## config.mk

```make
export PLATFORM = sky130hd
export DESIGN_NAME = ctrl_status_regs
export DESIGN_NICKNAME = d
export VERILOG_FILES = /design/src/ctrl_status_pkg.sv /design/src/ctrl_status_regs.sv
export SDC_FILE = /design/constraint.sdc
export NUM_CORES = 1
export LEC_CHECK = 0
export ABC_CLOCK_PERIOD_IN_PS = 3400
export BUFFER_PORTS_ARGS = -buffer_cell sky130_fd_sc_hd__buf_2
export CAP_MARGIN = 25
export CORE_ASPECT_RATIO = 1.75
export CORE_MARGIN = 3
export CORE_UTILIZATION = 49
export DETAILED_ROUTE_END_ITERATION = 10
export GPL_ROUTABILITY_DRIVEN = 0
export HOLD_SLACK_MARGIN = 0.12
export PLACE_DENSITY = 0.8
export SLEW_MARGIN = 20
export SYNTH_ARGS = -nofsm -noshare
export SYNTH_HDL_FRONTEND = slang
export SYNTH_SLANG_ARGS = --single-unit
```

## constraint.sdc

```tcl
create_clock -name clk_i -period 3.4 [get_ports clk_i]
set_clock_uncertainty 0.2 [all_clocks]
set_input_delay 0.68 -clock clk_i [delete_from_list [all_inputs] [get_ports clk_i]]
set_output_delay 0.68 -clock clk_i [all_outputs]
set_load 0.01 [all_outputs]
```

## src/ctrl_status_pkg.sv

```systemverilog
// constants and types shared by the control and status register bank
package ctrl_status_pkg;

  // ---------------------------------------------------------------
  // register offsets (byte addresses within the board window)
  // ---------------------------------------------------------------
  localparam logic [15:0] OFS_FIRMWARE_REVISION = 16'h1000;
  localparam logic [15:0] OFS_SLOT_ADDRESS = 16'h1002;
  localparam logic [15:0] OFS_BROADCAST_CHAIN_ADDRESS = 16'h1004;
  localparam logic [15:0] OFS_CONTROL_BITS_SET = 16'h1006;
  localparam logic [15:0] OFS_CONTROL_BITS_CLEAR = 16'h1008;
  localparam logic [15:0] OFS_INTERRUPT_LEVEL = 16'h100A;
  localparam logic [15:0] OFS_INTERRUPT_VECTOR = 16'h100C;
  localparam logic [15:0] OFS_MODULE_STATUS_PRIMARY = 16'h100E;

  // ---------------------------------------------------------------
  // field positions and widths
  // ---------------------------------------------------------------
  localparam int SLOT_W = 5;
  localparam int CHAIN_ADDR_W = 8;
  localparam int IRQ_LEVEL_W = 3;
  localparam int IRQ_VECTOR_W = 8;
  localparam int CTRL_BUS_ERROR_FLAG = 3;
  localparam int CTRL_SELECT_ADDRESS = 4;
  localparam int CTRL_PERSISTENT_RESET = 7;
  localparam int ST_EVENT_AVAILABLE = 0;
  localparam int ST_CHAIN_EVENT_AVAILABLE = 1;
  localparam int ST_BUSY = 2;
  localparam int ST_CHAIN_BUSY = 3;
  localparam int ST_SLOT_UNKNOWN = 4;
  localparam int ST_READOUT_DONE = 5;
  localparam int ST_TERM_ALL_ON = 6;
  localparam int ST_TERM_ALL_OFF = 7;
  localparam int ST_EVENT_THRESHOLD_REACHED = 8;

  // ---------------------------------------------------------------
  // values after reset
  // ---------------------------------------------------------------
  localparam logic [SLOT_W-1:0] RST_SLOT_ADDRESS = 5'h1F;
  localparam logic [CHAIN_ADDR_W-1:0] RST_CHAIN_ADDRESS = 8'hAA;
  localparam logic [IRQ_LEVEL_W-1:0] RST_IRQ_LEVEL = 3'h0;
  localparam logic [IRQ_VECTOR_W-1:0] RST_IRQ_VECTOR = 8'h00;

  // ---------------------------------------------------------------
  // carriers
  // ---------------------------------------------------------------
  // status inputs produced by logic on the same clock
  typedef struct packed {
    logic event_available;
    logic conversion_busy;
    logic buffer_full;
    logic memory_test;
    logic readout_done;
    logic event_threshold_reached;
  } local_status_t;

  // status inputs arriving on pins, synchronised before use
  typedef struct packed {
    logic chain_ready;
    logic chain_busy;
    logic term_all_on;
    logic term_all_off;
  } pin_status_t;

  // whole state of the register bank
  typedef struct packed {
    logic [SLOT_W-1:0] sense_meta;
    logic [SLOT_W-1:0] sense_sync;
    pin_status_t pins_meta;
    pin_status_t pins_sync;
    logic [SLOT_W-1:0] slot_written;
    logic [SLOT_W-1:0] slot_active;
    logic slot_reload;
    logic [CHAIN_ADDR_W-1:0] chain_address;
    logic bus_error_flag;
    logic select_address;
    logic persistent_reset;
    logic [IRQ_LEVEL_W-1:0] irq_level;
    logic [IRQ_VECTOR_W-1:0] irq_vector;
    logic [15:0] rdata;
    logic ack;
    logic csr_match;
  } bank_state_t;

endpackage

```

## src/ctrl_status_regs.sv

```systemverilog
// control and status register bank of the slave board
`timescale 1ns/1ps

module ctrl_status_regs
  import ctrl_status_pkg::*;
#(
  parameter bit HAS_AUX_CONNECTOR = 1'b1,
  // arbitrary neutral revision value
  parameter logic [15:0] FIRMWARE_REVISION = 16'h0200
) (
  // clock and reset
  input wire logic clk_i,
  input wire logic rst_i,
  // register access port, one-cycle request strobe
  input wire logic req_i,
  input wire logic req_write_i,
  input wire logic [15:0] req_addr_i,
  input wire logic [15:0] req_wdata_i,
  input wire logic iack_i,
  output logic [15:0] rdata_o,
  output logic ack_o,
  // extra reset sources from the board
  input wire logic soft_reset_req_i,
  // pins: slot sense lines and control bus lines
  input wire logic [SLOT_W-1:0] slot_sense_lines_i,
  input wire pin_status_t pins_i,
  // same-clock status from the readout logic
  input wire local_status_t local_i,
  input wire logic bus_error_event_i,
  // configuration space address bits A23..A19 of the current cycle
  input wire logic [SLOT_W-1:0] csr_addr_i,
  // settings towards the rest of the board
  output logic [SLOT_W-1:0] slot_position_o,
  output logic csr_match_o,
  output logic geo_addressing_enable_o,
  output logic [CHAIN_ADDR_W-1:0] chain_address_o,
  output logic select_address_o,
  output logic module_reset_o,
  output logic [IRQ_LEVEL_W-1:0] irq_level_o,
  output logic irq_enable_o,
  output logic [IRQ_VECTOR_W-1:0] irq_vector_o
);

  // ---------------------------------------------------------------
  // elaboration checks
  // ---------------------------------------------------------------
  initial begin
    if (SLOT_W != 5) begin
      $error("slot field must be five bits");
    end
  end

  // ---------------------------------------------------------------
  // state and decode helpers
  // ---------------------------------------------------------------
  bank_state_t st;
  bank_state_t next_st;
  logic soft_reset;
  logic busy;
  logic slot_unknown;
  logic [15:0] control_word;
  logic [15:0] status_word;

  // a reset from software: the persistent bit or a one-shot request
  assign soft_reset = st.persistent_reset | soft_reset_req_i;

  // busy also covers the slot reload cycle after any reset
  assign busy = local_i.conversion_busy | soft_reset | st.slot_reload
    | local_i.buffer_full | local_i.memory_test;

  // no aux connector means nothing was ever sensed
  assign slot_unknown = !HAS_AUX_CONNECTOR;

  // control word view, meaningless bits zero
  always_comb begin
    control_word = 16'h0000;
    control_word[CTRL_BUS_ERROR_FLAG] = st.bus_error_flag;
    control_word[CTRL_SELECT_ADDRESS] = st.select_address;
    control_word[CTRL_PERSISTENT_RESET] = st.persistent_reset;
  end

  // status word view
  always_comb begin
    status_word = 16'h0000;
    status_word[ST_EVENT_AVAILABLE] = local_i.event_available;
    status_word[ST_CHAIN_EVENT_AVAILABLE] = st.pins_sync.chain_ready;
    status_word[ST_BUSY] = busy;
    status_word[ST_CHAIN_BUSY] = st.pins_sync.chain_busy;
    status_word[ST_SLOT_UNKNOWN] = slot_unknown;
    status_word[ST_READOUT_DONE] = local_i.readout_done;
    status_word[ST_TERM_ALL_ON] = st.pins_sync.term_all_on;
    status_word[ST_TERM_ALL_OFF] = st.pins_sync.term_all_off;
    status_word[ST_EVENT_THRESHOLD_REACHED] = local_i.event_threshold_reached;
  end

  // ---------------------------------------------------------------
  // next state
  // ---------------------------------------------------------------
  always_comb begin
    next_st = st;
    next_st.ack = 1'b0;

    // two-flop synchronisers for everything arriving on pins
    next_st.sense_meta = slot_sense_lines_i;
    next_st.sense_sync = st.sense_meta;
    next_st.pins_meta = pins_i;
    next_st.pins_sync = st.pins_meta;

    // a pending reload picks its source once the reset has gone
    if (st.slot_reload && !soft_reset) begin
      next_st.slot_reload = 1'b0;
      if (HAS_AUX_CONNECTOR) begin
        next_st.slot_active = st.sense_sync;
      end else begin
        next_st.slot_active = st.slot_written;
      end
    end

    // register writes and reads
    if (req_i && req_write_i) begin
      if (req_addr_i == OFS_SLOT_ADDRESS) begin
        // with aux lines the write is left to time out on the bus
        if (!HAS_AUX_CONNECTOR) begin
          next_st.slot_written = req_wdata_i[SLOT_W-1:0];
          next_st.ack = 1'b1;
        end
      end else if (req_addr_i == OFS_BROADCAST_CHAIN_ADDRESS) begin
        next_st.chain_address = req_wdata_i[CHAIN_ADDR_W-1:0];
        next_st.ack = 1'b1;
      end else if (req_addr_i == OFS_CONTROL_BITS_SET) begin
        if (req_wdata_i[CTRL_BUS_ERROR_FLAG]) begin
          next_st.bus_error_flag = 1'b1;
        end
        if (req_wdata_i[CTRL_SELECT_ADDRESS]) begin
          next_st.select_address = 1'b1;
        end
        if (req_wdata_i[CTRL_PERSISTENT_RESET]) begin
          next_st.persistent_reset = 1'b1;
        end
        next_st.ack = 1'b1;
      end else if (req_addr_i == OFS_CONTROL_BITS_CLEAR) begin
        if (req_wdata_i[CTRL_BUS_ERROR_FLAG]) begin
          next_st.bus_error_flag = 1'b0;
        end
        if (req_wdata_i[CTRL_SELECT_ADDRESS]) begin
          next_st.select_address = 1'b0;
        end
        if (req_wdata_i[CTRL_PERSISTENT_RESET]) begin
          next_st.persistent_reset = 1'b0;
        end
        next_st.ack = 1'b1;
      end else if (req_addr_i == OFS_INTERRUPT_LEVEL) begin
        next_st.irq_level = req_wdata_i[IRQ_LEVEL_W-1:0];
        next_st.ack = 1'b1;
      end else if (req_addr_i == OFS_INTERRUPT_VECTOR) begin
        next_st.irq_vector = req_wdata_i[IRQ_VECTOR_W-1:0];
        next_st.ack = 1'b1;
      end else if (req_addr_i == OFS_FIRMWARE_REVISION
                   || req_addr_i == OFS_MODULE_STATUS_PRIMARY) begin
        // read-only words accept and drop the write
        next_st.ack = 1'b1;
      end
    end else if (req_i) begin
      next_st.ack = 1'b1;
      if (req_addr_i == OFS_FIRMWARE_REVISION) begin
        next_st.rdata = FIRMWARE_REVISION;
      end else if (req_addr_i == OFS_SLOT_ADDRESS) begin
        next_st.rdata = {11'h000, st.slot_active};
      end else if (req_addr_i == OFS_BROADCAST_CHAIN_ADDRESS) begin
        next_st.rdata = {8'h00, st.chain_address};
      end else if (req_addr_i == OFS_CONTROL_BITS_SET
                   || req_addr_i == OFS_CONTROL_BITS_CLEAR) begin
        next_st.rdata = control_word;
      end else if (req_addr_i == OFS_INTERRUPT_LEVEL) begin
        next_st.rdata = {13'h0000, st.irq_level};
      end else if (req_addr_i == OFS_INTERRUPT_VECTOR) begin
        next_st.rdata = {8'h00, st.irq_vector};
      end else if (req_addr_i == OFS_MODULE_STATUS_PRIMARY) begin
        next_st.rdata = status_word;
      end else begin
        // unmapped: no acknowledge, the master times out
        next_st.ack = 1'b0;
      end
    end else if (iack_i && st.irq_level != RST_IRQ_LEVEL) begin
      // only an interrupter with a level set answers the acknowledge
      next_st.rdata = {8'h00, st.irq_vector};
      next_st.ack = 1'b1;
    end

    // a hardware bus error event wins over a software clear
    if (bus_error_event_i) begin
      next_st.bus_error_flag = 1'b1;
    end

    // software reset clears only the bus error flag and rearms the reload
    if (soft_reset) begin
      next_st.bus_error_flag = 1'b0;
      next_st.slot_reload = 1'b1;
    end

    // region decode against the active slot, only when sensing exists
    next_st.csr_match = HAS_AUX_CONNECTOR
      && (csr_addr_i == st.slot_active);
  end

  // ---------------------------------------------------------------
  // state register
  // ---------------------------------------------------------------
  // hardware reset loads the reset image of the bank; pin synchronisers keep sampling during reset
  always_ff @(posedge clk_i) begin
    if (rst_i) begin
      next_st_reset();
    end else begin
      st <= next_st;
    end
  end

  // reset image of the bank; synchronisers keep sampling so the reload sees the real slot
  task automatic next_st_reset();
    st.sense_meta <= slot_sense_lines_i;
    st.sense_sync <= st.sense_meta;
    st.pins_meta <= pins_i;
    st.pins_sync <= st.pins_meta;
    st.slot_written <= RST_SLOT_ADDRESS;
    st.slot_active <= RST_SLOT_ADDRESS;
    st.slot_reload <= 1'b1;
    st.chain_address <= RST_CHAIN_ADDRESS;
    st.bus_error_flag <= 1'b0;
    st.select_address <= 1'b0;
    st.persistent_reset <= 1'b0;
    st.irq_level <= RST_IRQ_LEVEL;
    st.irq_vector <= RST_IRQ_VECTOR;
    st.rdata <= 16'h0000;
    st.ack <= 1'b0;
    st.csr_match <= 1'b0;
  endtask

  // ---------------------------------------------------------------
  // outputs from flip-flops of the bank, except geo_addressing_enable_o (parameter) and irq_enable_o (decoded level)
  // ---------------------------------------------------------------
  assign rdata_o = st.rdata;
  assign ack_o = st.ack;
  assign slot_position_o = st.slot_active;
  assign csr_match_o = st.csr_match;
  assign geo_addressing_enable_o = HAS_AUX_CONNECTOR;
  assign chain_address_o = st.chain_address;
  assign select_address_o = st.select_address;
  assign module_reset_o = st.persistent_reset;
  assign irq_level_o = st.irq_level;
  assign irq_enable_o = (st.irq_level != RST_IRQ_LEVEL);
  assign irq_vector_o = st.irq_vector;

endmodule

```

==> summary.md, run 1 <==
| Metric | Value |
|---|---|
| Setup crit start | req_addr_i[13] |
| R2r endpoint | rdata_o[1]$_SDFFE_PP0P_ |
| Syn avg cell area | roughly 9.1 um2 |
| Synth unique cells | 55 |
| Routed wire length on met2 | around 3700 um |
| Max FO, Critical Path | 11 |
| Vias per cell | 5.596 |
| Detailed placement HPWL | 5315 um |
| Fin. max-slew vios | 0 |
| FMAX | 359.2 MHz |
| Die Wd | about 63 um |
| Setup TNS Final | 0 ns |
| Std cell rows | 35 |
| Met3 WL | 434 um |
| Setup CP Type | in -> reg |
| Period Utilization, post-route | 0.8187 |
| Final critical-path required period | approximately 2.8 ns |
| Cells on worst reg2reg path | 5 |
| Tot GR Track Use | 0.2153 |
| PwrDens | 454.7 mW/mm2 |
| Hold slack final | 0.1273 ns |
| Syn. warnings | 0 |
| Final wirelength | between 6000 and 7000 um |
| Die area | ~0.0067 mm2 |
| Cell depth of the worst hold path | 0 |
| Vias in the first global route | 2,340 |
| Clock latency on the worst-skew pair | ~0.34 ns |
| DRT Pass-1 Iters | 4 |
| Layout cells sized above 1 | 0.3351 |
| Final Hold Vio Count | 0 |
| Starting Density | 0.5171 |
| Post-CTS setup buffer count | 0 |
| Normalized max-slew margin | 0.5019 |
| Met1 WL | 2577 um |
| Crit path DAT | between 2 and 3 ns |
| Initial antenna violation count | 0 |
| Clk slew on worst S/H paths | around 0.060 ns |
| Async S/R FF share, synth | 0 |
| CP max stage delay | roughly 0.64 ns |
| Via Count | 2,468 |
| Dpl cell area | around 0.0030 mm2 |
| Top FF cell, synth | dfxtp_1 |
| Clock buffer depth | 2 |
| TritonCTS clock tree | built |
| Worst hold path type | reg -> reg |
| Cell area after synthesis | roughly 0.0028 mm2 |
| CP delay by family, top | simple AND/OR/NAND/NOR gates |
| 1st-iter DRT viols | 74 |
| Post-CTS Resized | 0 |
| Sinks on Clock Net | slightly below 60 |
| Worst VDD drop | ~0.00029 V |
| # Max-Cap Violations | 0 |
| Startpoint types | input port |
| Top-area cell type share of the netlist area | 0.4169 |
| I/O pin cnt | 105 |
| HP Start | next_st[61]$_DFF_P_ |
| CP endpoint kind | flip-flop |
| ANT cells | 0 |
| WP buf/inv | 1 |
| Crit-path cells | buf_2 -> or4b_4 -> or4_1 -> o21a_1 -> a221oi_1 -> a211oi_1 |
| First-pass GRT wire length | ~11,000 um |
| Final Cell Area | 0.003213 mm2 |
| Final #Nets | ~420 |
| Clock tree root driver cell | clkbuf_8 |
| Area grow syn2layout | 15.36% |
| CTS buffer count | 9 |
| Antenna-violating nets left | 0 |
| Post-synth EDFFs | 0 |
| Seq/Total Area, Yosys | 0.4169 |
| Leak pwr | about 1.4 nW |
| CTS hold repair buffers | 0 |
| Post-Synthesis Cells | 306 |
| Pin count of the biggest net entering global routing | 42 |
| Slowest CP cell | or4_1 |
| Dominant cell type by area after synthesis | dfxtp_1 |
| H-tree levels | 3 |
| Filler instances | 498 |
| Height of the die | 105.7 um |
| RSZ-0062 raised after global routing | false |
| Drt wl/cell | about 16 um |
| Flops & latches, synth | 58 |
| Top sig layer | met4 |
| Final setup vio count | 0 |
| Slew of the pin with the lowest slew margin | between 0.7 and 0.8 ns |
| R2r startpoint | irq_level_o[0]$_SDFFE_PP0P_ |
| Status | finished, final reports clean |
| Port bufs | 89 |
| Worst Path Required | ~3.4 ns |
| Crit. path cell count | 6 |
| Final core utilization | 0.5965 |
| GRT overflow | 0 |
| Final routed DRC violation total | 0 |
| Synth area leaders | dfxtp_1, buf_4, nand2_1, a21oi_1, a211o_1 |
| Core area | 0.005386 mm2 |
| Min-Delay Endpoint | st[61]$_DFF_P_ |
| R2R setup slack | approximately 1.4 ns |
cell families (layout without fill, tap and decap cells):
group                  after synthesis  after routing  share of synthesized area
AND/OR/NAND/NOR                    107            107                     0.2143
other                                2              7                   0.002696
XOR/XNOR                             6              6                    0.01887
flip-flops                          58             58                     0.4169
buffers and inverters               57            113                     0.1388
AO/OA/AOI/OAI                       65             65                     0.1671
multiplexers                        11             11                    0.04133
placed cells by master (no fill, tap or decap), types with 7 or more instances in the layout:
cell,count
a21oi_1,16
mux2i_1,7
clkbuf_8,11
dfxtp_1,58
nand4_1,10
nor2_1,17
a211o_1,9
buf_2,89
nand2_1,28
conb_1,7
a211oi_1,7
and3_1,7
report_power, final:
part / total [mW] / internal (mW) / leakage, nW / switching, mW
clock: 0.642 / 0.377 / 0.0986 / 0.265
sequential: 0.708 / 0.698 / 0.476 / 0.0104
combinational: 0.111 / 0.0503 / 0.802 / 0.0610
total: 1.46 / 1.12 / 1.38 / 0.337
per-layer routing:
| metal | global-route usage | vias to the layer above |
|---|---|---|
| met3 | 0.05757 | 17 |
| met4 | 0.1311 | 0 |
| li1 | - | 1184 |
| met5 | 0 | - |
| met1 | 0.2259 | 1164 |
| met2 | 0.3749 | 103 |
final cells by class:
| type | instances | area [um2] | area share |
|---|---|---|---|
| clock buffers | 12 | 155.1 | 0.04829 |
| clock inverters | 4 | 50.05 | 0.01558 |
| inverters | 2 | 7.507 | 0.002336 |
| multi-input cells | 196 | 1256 | 0.3910 |
| flip-flops and latches | 58 | 1161 | 0.3614 |
| well taps | 74 | 92.59 | 0.02882 |
| repair buffers | 95 | 490.5 | 0.1526 |
sequential cells by signal, indices dropped and copies added (netlist names):
name	cells
irq_level_o	3
st	10
next_st	9
control_word	1
slot_position_o	5
rdata_o	10
module_reset_o	1
chain_address_o	8
ack_o	1
select_address_o	1
csr_match_o	1
irq_vector_o	8
through the flow:
stage	worst slack [ns]	power, mW	cells
2_1_floorplan	0.5892	0.7893	311
3_3_place_gp	0.3329	0.8289	425
3_5_place_dp	0.2629	0.8333	425
4_1_cts	0.6197	1.466	441
5_1_grt	0.5025	1.514	441
6_report	0.6164	1.461	441
cell usage after synthesis, drive strengths merged (2+ instances only):
library cell / n
clkbuf: 9
a211o: 9
nand4b: 3
nand4: 10
o21ai: 6
a21oi: 16
conb: 2
nor2b: 6
mux2i: 7
nand2: 28
dfxtp: 58
nand2b: 2
nor4: 6
a22o: 3
or3: 3
a221oi: 6
a211oi: 7
xor2: 2
a22oi: 4
and3: 7
nand3: 3
or4b: 2
inv: 2
mux2: 4
xnor2: 4
or2: 2
a31oi: 4
nor3: 5
or4: 4
nor2: 17
o21a: 2
buf: 45
o21bai: 2
worst max path at each step:
stage	to	slack, ns
CTS	rdata_o[1]$_SDFFE_PP0P_	0.62
floorplan	rdata_o[1]$_SDFFE_PP0P_	0.59
global route	rdata_o[1]$_SDFFE_PP0P_	0.50
global placement	rdata_o[0]$_SDFFE_PP0P_	0.33
finish	rdata_o[1]$_SDFFE_PP0P_	0.62
detailed placement	rdata_o[1]$_SDFFE_PP0P_	0.26
Note: power is estimated with default switching activity, not from simulation.
==> run 2: changes to the inputs <==
--- a/config.mk
+++ b/config.mk
@@ -5,16 +5,16 @@
 export SDC_FILE = /design/constraint.sdc
 export NUM_CORES = 1
 export LEC_CHECK = 0
-export ABC_CLOCK_PERIOD_IN_PS = 3400
+export ABC_CLOCK_PERIOD_IN_PS = 2300
 export BUFFER_PORTS_ARGS = -buffer_cell sky130_fd_sc_hd__buf_2
 export CAP_MARGIN = 25
 export CORE_ASPECT_RATIO = 1.75
 export CORE_MARGIN = 3
-export CORE_UTILIZATION = 49
+export CORE_UTILIZATION = 44
 export DETAILED_ROUTE_END_ITERATION = 10
 export GPL_ROUTABILITY_DRIVEN = 0
 export HOLD_SLACK_MARGIN = 0.12
-export PLACE_DENSITY = 0.8
+export PLACE_DENSITY = 0.76
 export SLEW_MARGIN = 20
 export SYNTH_ARGS = -nofsm -noshare
 export SYNTH_HDL_FRONTEND = slang
==> constraint.sdc (replaced) <==
create_clock -name clk_i -period 2.3 [get_ports clk_i]
set_clock_uncertainty 0.2 [all_clocks]
set_input_delay 0.46 -clock clk_i [delete_from_list [all_inputs] [get_ports clk_i]]
set_output_delay 0.46 -clock clk_i [all_outputs]
set_load 0.01 [all_outputs]
==> run 2 against run 1 <==
Compared with the run above:
- sequential power rose by 48%
- global-route usage barely moved
- largest power group unchanged
- routed wire length rose by 10%
==> summary.md, run 2 (synthesis results as in run 1) <==
| Metric | Value |
|---|---|
| Status | finished, final reports clean (unchanged) |
| Port bufs | 89 (unchanged) |
| Slowest CP cell | or4b_4 (was or4_1) |
| Most frequent cells in the layout | buf_2, dfxtp_1, nand2_1, buf_4, nor2_1 (was buf_2, dfxtp_1, nand2_1) |
| Worst VDD drop | 0.0004652 V (was 0.0002914 V) |
| TritonCTS clock tree | built (unchanged) |
| Starting Density | 0.4628 (was 0.5171) |
| CP endpoint kind | flip-flop (unchanged) |
| Final Cell Area | 0.003577 mm2 (was 0.003213 mm2) |
| Final wirelength | 7643 um (was 6948 um) |
| Sinks on Clock Net | 58 (unchanged) |
| 1st-iter DRT viols | 111 (was 74) |
| Clock Power Share | 0.431 (was 0.439) |
| PwrDens | 611.1 mW/mm2 (was 454.7 mW/mm2) |
| I/O pin cnt | 105 (unchanged) |
| Seq pwr share | 0.479 (was 0.485) |
| Layout cells sized above 1 | 0.3965 (was 0.3351) |
| Setup CP Type | in -> reg (unchanged) |
| Clock latency on the worst-skew pair | 0.35 ns (was 0.34 ns) |
| Post-CTS setup buffer count | 0 (unchanged) |
| Worst hold path type | reg -> reg (unchanged) |
| Via Count | 2,592 (was 2,468) |
| Pin count of the biggest net entering global routing | 42 (unchanged) |
| Clk slew on worst S/H paths | 0.06 ns (about the same) |
| Fin. max-slew vios | 0 (unchanged) |
| # Max-Cap Violations | 0 (unchanged) |
| Vias in the first global route | 2,595 (was 2,340) |
| CP most frequent cell | buf_4 |
| Max FO, Critical Path | 5 (was 11) |
| ANT cells | 0 (unchanged) |
| Final routed DRC violation total | 0 (unchanged) |
| Pre-CTS WS | -0.4432 ns (was 0.2629 ns) |
| Worst Path Required | 2.35 ns (was 3.39 ns) |
| Core area | 0.006018 mm2 (was 0.005386 mm2) |
| Crit-path cells | buf_6 -> or4b_4 -> buf_4 -> nor4_2 -> buf_4 -> and4b_2 -> a221oi_2 -> a211oi_1 (was buf_2 -> or4b_4 -> or4_1 -> o21a_1 -> a221oi_1 -> a211oi_1) |
| CP delay by family, top | simple AND/OR/NAND/NOR gates (unchanged) |
| Period Utilization, post-route | 0.9868 |
| Fin worst setup slack | 0.03028 ns (was 0.6164 ns) |
| Normalized max-slew margin | 0.4936 (was 0.5019) |
| Final setup vio count | 0 (unchanged) |
| Initial antenna violation count | 0 (unchanged) |
| Clock tree root driver cell | clkbuf_8 (unchanged) |
| Comb pwr share | 0.089 (was 0.076) |
| CTS buffer count | 9 (unchanged) |
| Startpoint types | input port (unchanged) |
| First-pass GRT wire length | 12,140 um (was 11,140 um) |
| GRT overflow | 0 (unchanged) |
| Clock buffer depth | 2 (unchanged) |
| Crit path DAT | 2.32 ns (was 2.77 ns) |
| DRT Pass-1 Iters | 4 (unchanged) |
| Tot GR Track Use | 0.2149 (was 0.2153) |
| CP max stage delay | 0.53 ns (was 0.64 ns) |
| Commonest non-fill, non-tap cell in the layout | buf_2 (unchanged) |
| Slew of the pin with the lowest slew margin | 0.7596 ns (was 0.7471 ns) |
| Std cell rows | 37 (was 35) |
| H-tree levels | 3 (unchanged) |
| Final Hold Vio Count | 0 (unchanged) |
| FMAX | about 440 MHz |
| Internal power | 1.634 mW (was 1.125 mW) |
| Detailed placement HPWL | 5809 um (was 5315 um) |
| Final #Nets | 455 (was 421) |
| Antenna-violating nets left | 0 (unchanged) |
| Final critical-path required period | 2.270 ns |
| Drt wl/cell | 15.96 um (was 15.76 um) |
| Leak pwr | 1.560 nW (was 1.377 nW) |
| NetSw | 552.0 uW (was 336.5 uW) |
| Dpl cell area | 0.003222 mm2 (was 0.003008 mm2) |
| RSZ-0062 raised after global routing | true (was false) |
| Area grow syn2layout | 28.44% (was 15.36%) |
| Die Wd | 66.14 um (was 62.99 um) |
| WP buf/inv | 3 (was 1) |
| Net Sw Frac | 0.2525 (was 0.2303) |
| Vias per cell | 5.411 (was 5.596) |
| Die area | 0.007358 mm2 (was 0.006660 mm2) |
| Height of the die | 111.3 um (was 105.7 um) |
## run 2: cell count changes in the layout (fill, tap and decap cells not counted), sizes merged
cell / previous run / this run
clkbuf: 12 / 9
clkinv: 1 / 2
buf: 95 / 119
dlygate4sd3: 0 / 10
clkinvlp: 2 / 3
inv: 2 / 3
## run 2: path summary, 6_finish.rpt
check	start	end	slack (ns)	cells after the start
setup / recovery	req_addr_i[14]	rdata_o[0]$_SDFFE_PP0P_	0.03	8
hold / removal	next_st[62]$_DFF_P_	st[62]$_DFF_P_	0.13	0
setup reg to reg	irq_level_o[0]$_SDFFE_PP0P_	rdata_o[3]$_SDFFE_PP0P_	0.39	4
hold reg to reg	next_st[62]$_DFF_P_	st[62]$_DFF_P_	0.13	0
## run 2: through the flow
step | hold WS (ns) | util | std cells | total power, mW | TNS [ns]
finish | 0.1278 | 0.5944 | 479 | 2.186 | 0
global route | 0.1346 | 0.5944 | 479 | 2.271 | -0.02481
CTS | 0.1277 | 0.5890 | 479 | 2.202 | 0
detailed placement | 0.1121 | 0.5353 | 453 | 1.247 | -5.399
global placement | 0.1106 | 0.5353 | 453 | 1.241 | -4.578
floorplan | 0.1096 | - | 311 | 1.168 | -2.037
## run 2: power groups by stage
stage	clock network [mW]	logic [mW]	registers (mW)
3_3_place_gp	0	0.171	1.07
6_report	0.943	0.195	1.05
5_1_grt	1.01	0.214	1.05
4_1_cts	0.962	0.192	1.05
3_5_place_dp	0	0.176	1.07
2_1_floorplan	0	0.103	1.06
## run 2: what timing repair did
item | CTS | global route
endpoints found under the setup margin | 5 | 13
gates cloned | 0 | 0
resized for setup | 5 | 6
pin swaps | 2 | 5
hold buffers | 10 | 0
endpoints found under the hold margin | 10 | 0
## run 2: routing by layer
metal / up-vias / share of wire / GRT usage
met5: - / 0 / 0
met2: 102 / 0.54 / 0.3875
li1: 1247 / - / -
met4: 0 / 0.039 / 0.1140
met3: 23 / 0.064 / 0.05477
met1: 1220 / 0.35 / 0.2147
## run 2: cell type report
| class | instances | area, um2 |
|---|---|---|
| clock buffers | 9 | 123.9 |
| clock inverters | 7 | 78.83 |
| fillers | 550 | 2441 |
| inverters | 2 | 7.507 |
| multi-input cells | 196 | 1324 |
| flip-flops and latches | 58 | 1161 |
| well taps | 78 | 97.59 |
| repair buffers | 129 | 784.5 |
==> run 3: changes to the inputs <==
--- a/config.mk
+++ b/config.mk
@@ -8,13 +8,15 @@
 export ABC_CLOCK_PERIOD_IN_PS = 2300
 export BUFFER_PORTS_ARGS = -buffer_cell sky130_fd_sc_hd__buf_2
 export CAP_MARGIN = 25
+export CELL_PAD_IN_SITES_DETAIL_PLACEMENT = 0
+export CELL_PAD_IN_SITES_GLOBAL_PLACEMENT = 1
 export CORE_ASPECT_RATIO = 1.75
 export CORE_MARGIN = 3
-export CORE_UTILIZATION = 44
+export CORE_UTILIZATION = 32
 export DETAILED_ROUTE_END_ITERATION = 10
 export GPL_ROUTABILITY_DRIVEN = 0
 export HOLD_SLACK_MARGIN = 0.12
-export PLACE_DENSITY = 0.76
+export PLACE_DENSITY_LB_ADDON = 0.1
 export SLEW_MARGIN = 20
 export SYNTH_ARGS = -nofsm -noshare
 export SYNTH_HDL_FRONTEND = slang
==> run 3 against run 2 <==
Compared with the run above:
- sequential power about the same
- sequential share of layout area down 1.6 points
- power up 18%
- die area up 35%
- core utilization down 14 points
- combinational power up 4%
- register-to-register slack worse by 0.04 ns
- first-iteration DRC count down 34%
- fmax down 0.79%
- flip-flop and latch count unchanged
==> summary.md, run 3 (synthesis results as in run 1) <==
| Metric | Value |
|---|---|
| Status | finished, final reports clean (unchanged) |
| Std cell rows | 44 (was 37) |
| Commonest non-fill, non-tap cell in the layout | buf_2 (unchanged) |
| Antenna-violating nets left | 0 (unchanged) |
| Normalized max-slew margin | 0.4440 (was 0.4936) |
| DRT Pass-1 Iters | 4 (unchanged) |
| Pre-CTS WS | -0.4539 ns (was -0.4432 ns) |
| Fin. max-slew vios | 0 (unchanged) |
| Final Hold Vio Count | 0 (unchanged) |
| Placed Cells incl. Taps | 494 (was 453) |
| Final wirelength | 8208 um (was 7643 um) |
| CTS buffer count | 9 (unchanged) |
| Detailed placement HPWL | 6292 um (was 5809 um) |
| Setup CP Type | in -> reg (unchanged) |
| Overall power | 2.585 mW (was 2.186 mW) |
| R2R setup slack | 0.35 ns (was 0.39 ns) |
| ANT cells | 0 (unchanged) |
| CP endpoint kind | flip-flop (unchanged) |
| Tot GR Track Use | 0.1668 (was 0.2149) |
| GRT overflow | 0 (unchanged) |
| Final setup vio count | 0 (unchanged) |
| Via Count | 2,541 (was 2,592) |
| First-pass GRT wire length | 12,720 um (was 12,140 um) |
| Clock buffer depth | 2 (unchanged) |
| Cell depth of the worst hold path | 0 (unchanged) |
| Port bufs | 89 (unchanged) |
| 1st-iter DRT viols | 73 (was 111) |
| FF/Latch Area | 0.001161 mm2 (unchanged) |
| Worst VDD drop | 0.0004192 V (was 0.0004652 V) |
| R2r startpoint | irq_level_o[0]$_SDFFE_PP0P_ (unchanged) |
| Core area | 0.008368 mm2 (was 0.006018 mm2) |
| HP Start | next_st[60]$_DFF_P_ (was next_st[62]$_DFF_P_) |
| Die area | 0.009903 mm2 (was 0.007358 mm2) |
| Cells on worst reg2reg path | 4 (unchanged) |
| Drt wl/cell | 15.78 um (was 15.96 um) |
| Height of the die | 129.4 um (was 111.3 um) |
| Setup TNS Final | 0 ns (unchanged) |
| Initial antenna violation count | 0 (unchanged) |
| Final routed DRC violation total | 0 (unchanged) |
| Final critical-path required period | 2.288 ns (was 2.270 ns) |
| Slowest CP cell | or4_4 (was or4b_4) |
| Vias per cell | 4.887 (was 5.411) |
| Post-CTS setup buffer count | 0 (unchanged) |
| Final core utilization | 0.4504 (was 0.5944) |
| I/O pin cnt | 105 (unchanged) |
| Filler instances | 887 (was 550) |
| Die Wd | 76.53 um (was 66.14 um) |
| Slew of the pin with the lowest slew margin | 0.8340 ns (was 0.7596 ns) |
| Crit path DAT | 2.31 ns (was 2.32 ns) |
| Setup crit start | req_addr_i[6] (was req_addr_i[14]) |
| FMAX | 437.1 MHz (was 440.6 MHz) |
| Sinks on Clock Net | 58 (unchanged) |
| TritonCTS clock tree | built (unchanged) |
| Most frequent cells in the layout | buf_2, dfxtp_1, buf_4 (was buf_2, dfxtp_1, nand2_1, buf_4, nor2_1) |
| # Max-Cap Violations | 0 (unchanged) |
| CP delay by family, top | simple AND/OR/NAND/NOR gates (unchanged) |
| Max FO, Critical Path | 4 (was 5) |
| CP max stage delay | 0.57 ns (was 0.53 ns) |
| R2r endpoint | rdata_o[3]$_SDFFE_PP0P_ (unchanged) |
| RSZ-0062 raised after global routing | true (unchanged) |
| H-tree levels | 3 (unchanged) |
| Startpoint types | input port (unchanged) |
| Leak pwr | 1.633 nW (was 1.560 nW) |
| Clk slew on worst S/H paths | 0.05 ns (was 0.06 ns) |
| Area grow syn2layout | 35.31% (was 28.44%) |
| Starting Density | 0.3328 (was 0.4628) |
| PwrDens | 685.9 mW/mm2 (was 611.1 mW/mm2) |
| Crit-path cells | buf_6 -> or4_4 -> or4_4 -> buf_6 -> a21oi_1 -> a221oi_1 -> o41ai_2 (was buf_6 -> or4b_4 -> buf_4 -> nor4_2 -> buf_4 -> and4b_2 -> a221oi_2 -> a211oi_1) |
| Pin count of the biggest net entering global routing | 42 (unchanged) |
| Clock latency on the worst-skew pair | 0.32 ns (was 0.35 ns) |
| Layout cells sized above 1 | 0.4025 (was 0.3965) |
| Clock tree root driver cell | clkbuf_16 (was clkbuf_8) |
| Worst Path Required | 2.32 ns (was 2.35 ns) |
| Worst hold path type | reg -> reg (unchanged) |
| Cell Count, Final, Fillers Out | 520 (was 479) |
| Min-Delay Endpoint | st[60]$_DFF_P_ (was st[62]$_DFF_P_) |
| Fin worst setup slack | 0.01211 ns (was 0.03028 ns) |
| Vias in the first global route | 2,403 (was 2,595) |
| WP buf/inv | 2 (was 3) |
| Area of the multi-input gates | 0.001336 mm2 (was 0.001324 mm2) |
| Period Utilization, post-route | 0.9947 (was 0.9868) |
| Final #Nets | 459 (was 455) |
[run 3: repair_timing]
action,CTS,global route
gates resized for setup,6,7
setup endpoints to repair,10,8
pin swaps,4,11
endpoints found under the hold margin,9,0
hold buffers,9,0
cloned,0,1
[run 3: per-layer routing]
layer / up-vias / part of all wire / track usage / routed length (um)
li1: 1263 / - / - / -
met1: 1184 / 0.41 / 0.1873 / 3325
met2: 85 / 0.53 / 0.3048 / 4328
met3: 9 / 0.049 / 0.04103 / 402
met4: 0 / 0.018 / 0.06083 / 151
met5: - / 0 / 0 / 0
[run 3: area by class of cell]
cell class | count | area share
Clock inverter | 5 | 0.01394
Sequential cell | 58 | 0.3081
Tap cell | 115 | 0.03818
Multi-Input combinational cell | 197 | 0.3546
Inverter | 2 | 0.001992
Clock buffer | 11 | 0.06707
Timing Repair Buffer | 132 | 0.2161
[run 3: per-stage QoR]
stage                     cell area, um2  hold slack, ns
after floorplan                     2840          0.1096
after global placement              3298          0.1133
after detailed placement            3298          0.1128
after CTS                           3717          0.1239
after global routing                3769          0.1321
final                               3769          0.1246
[run 3: where the power goes]
| part | total, mW | switching [mW] | leakage [nW] | internal, mW |
|---|---|---|---|---|
| logic | 0.202 | 0.101 | 1.01 | 0.101 |
| registers | 1.05 | 0.0167 | 0.476 | 1.03 |
| clock network | 1.33 | 0.444 | 0.151 | 0.889 |
| total | 2.58 | 0.561 | 1.63 | 2.02 |
[run 3: how the worst max path moves through the flow]
stage	endpoint	slack [ns]	depth (start not counted)
5_1_grt	rdata_o[7]$_SDFFE_PP0P_	-0.05	8
6_report	rdata_o[3]$_SDFFE_PP0P_	0.01	7
3_5_place_dp	rdata_o[0]$_SDFFE_PP0P_	-0.45	6
4_1_cts	rdata_o[0]$_SDFFE_PP0P_	0.01	6
2_1_floorplan	rdata_o[1]$_SDFFE_PP0P_	-0.25	7
3_3_place_gp	rdata_o[0]$_SDFFE_PP0P_	-0.43	6
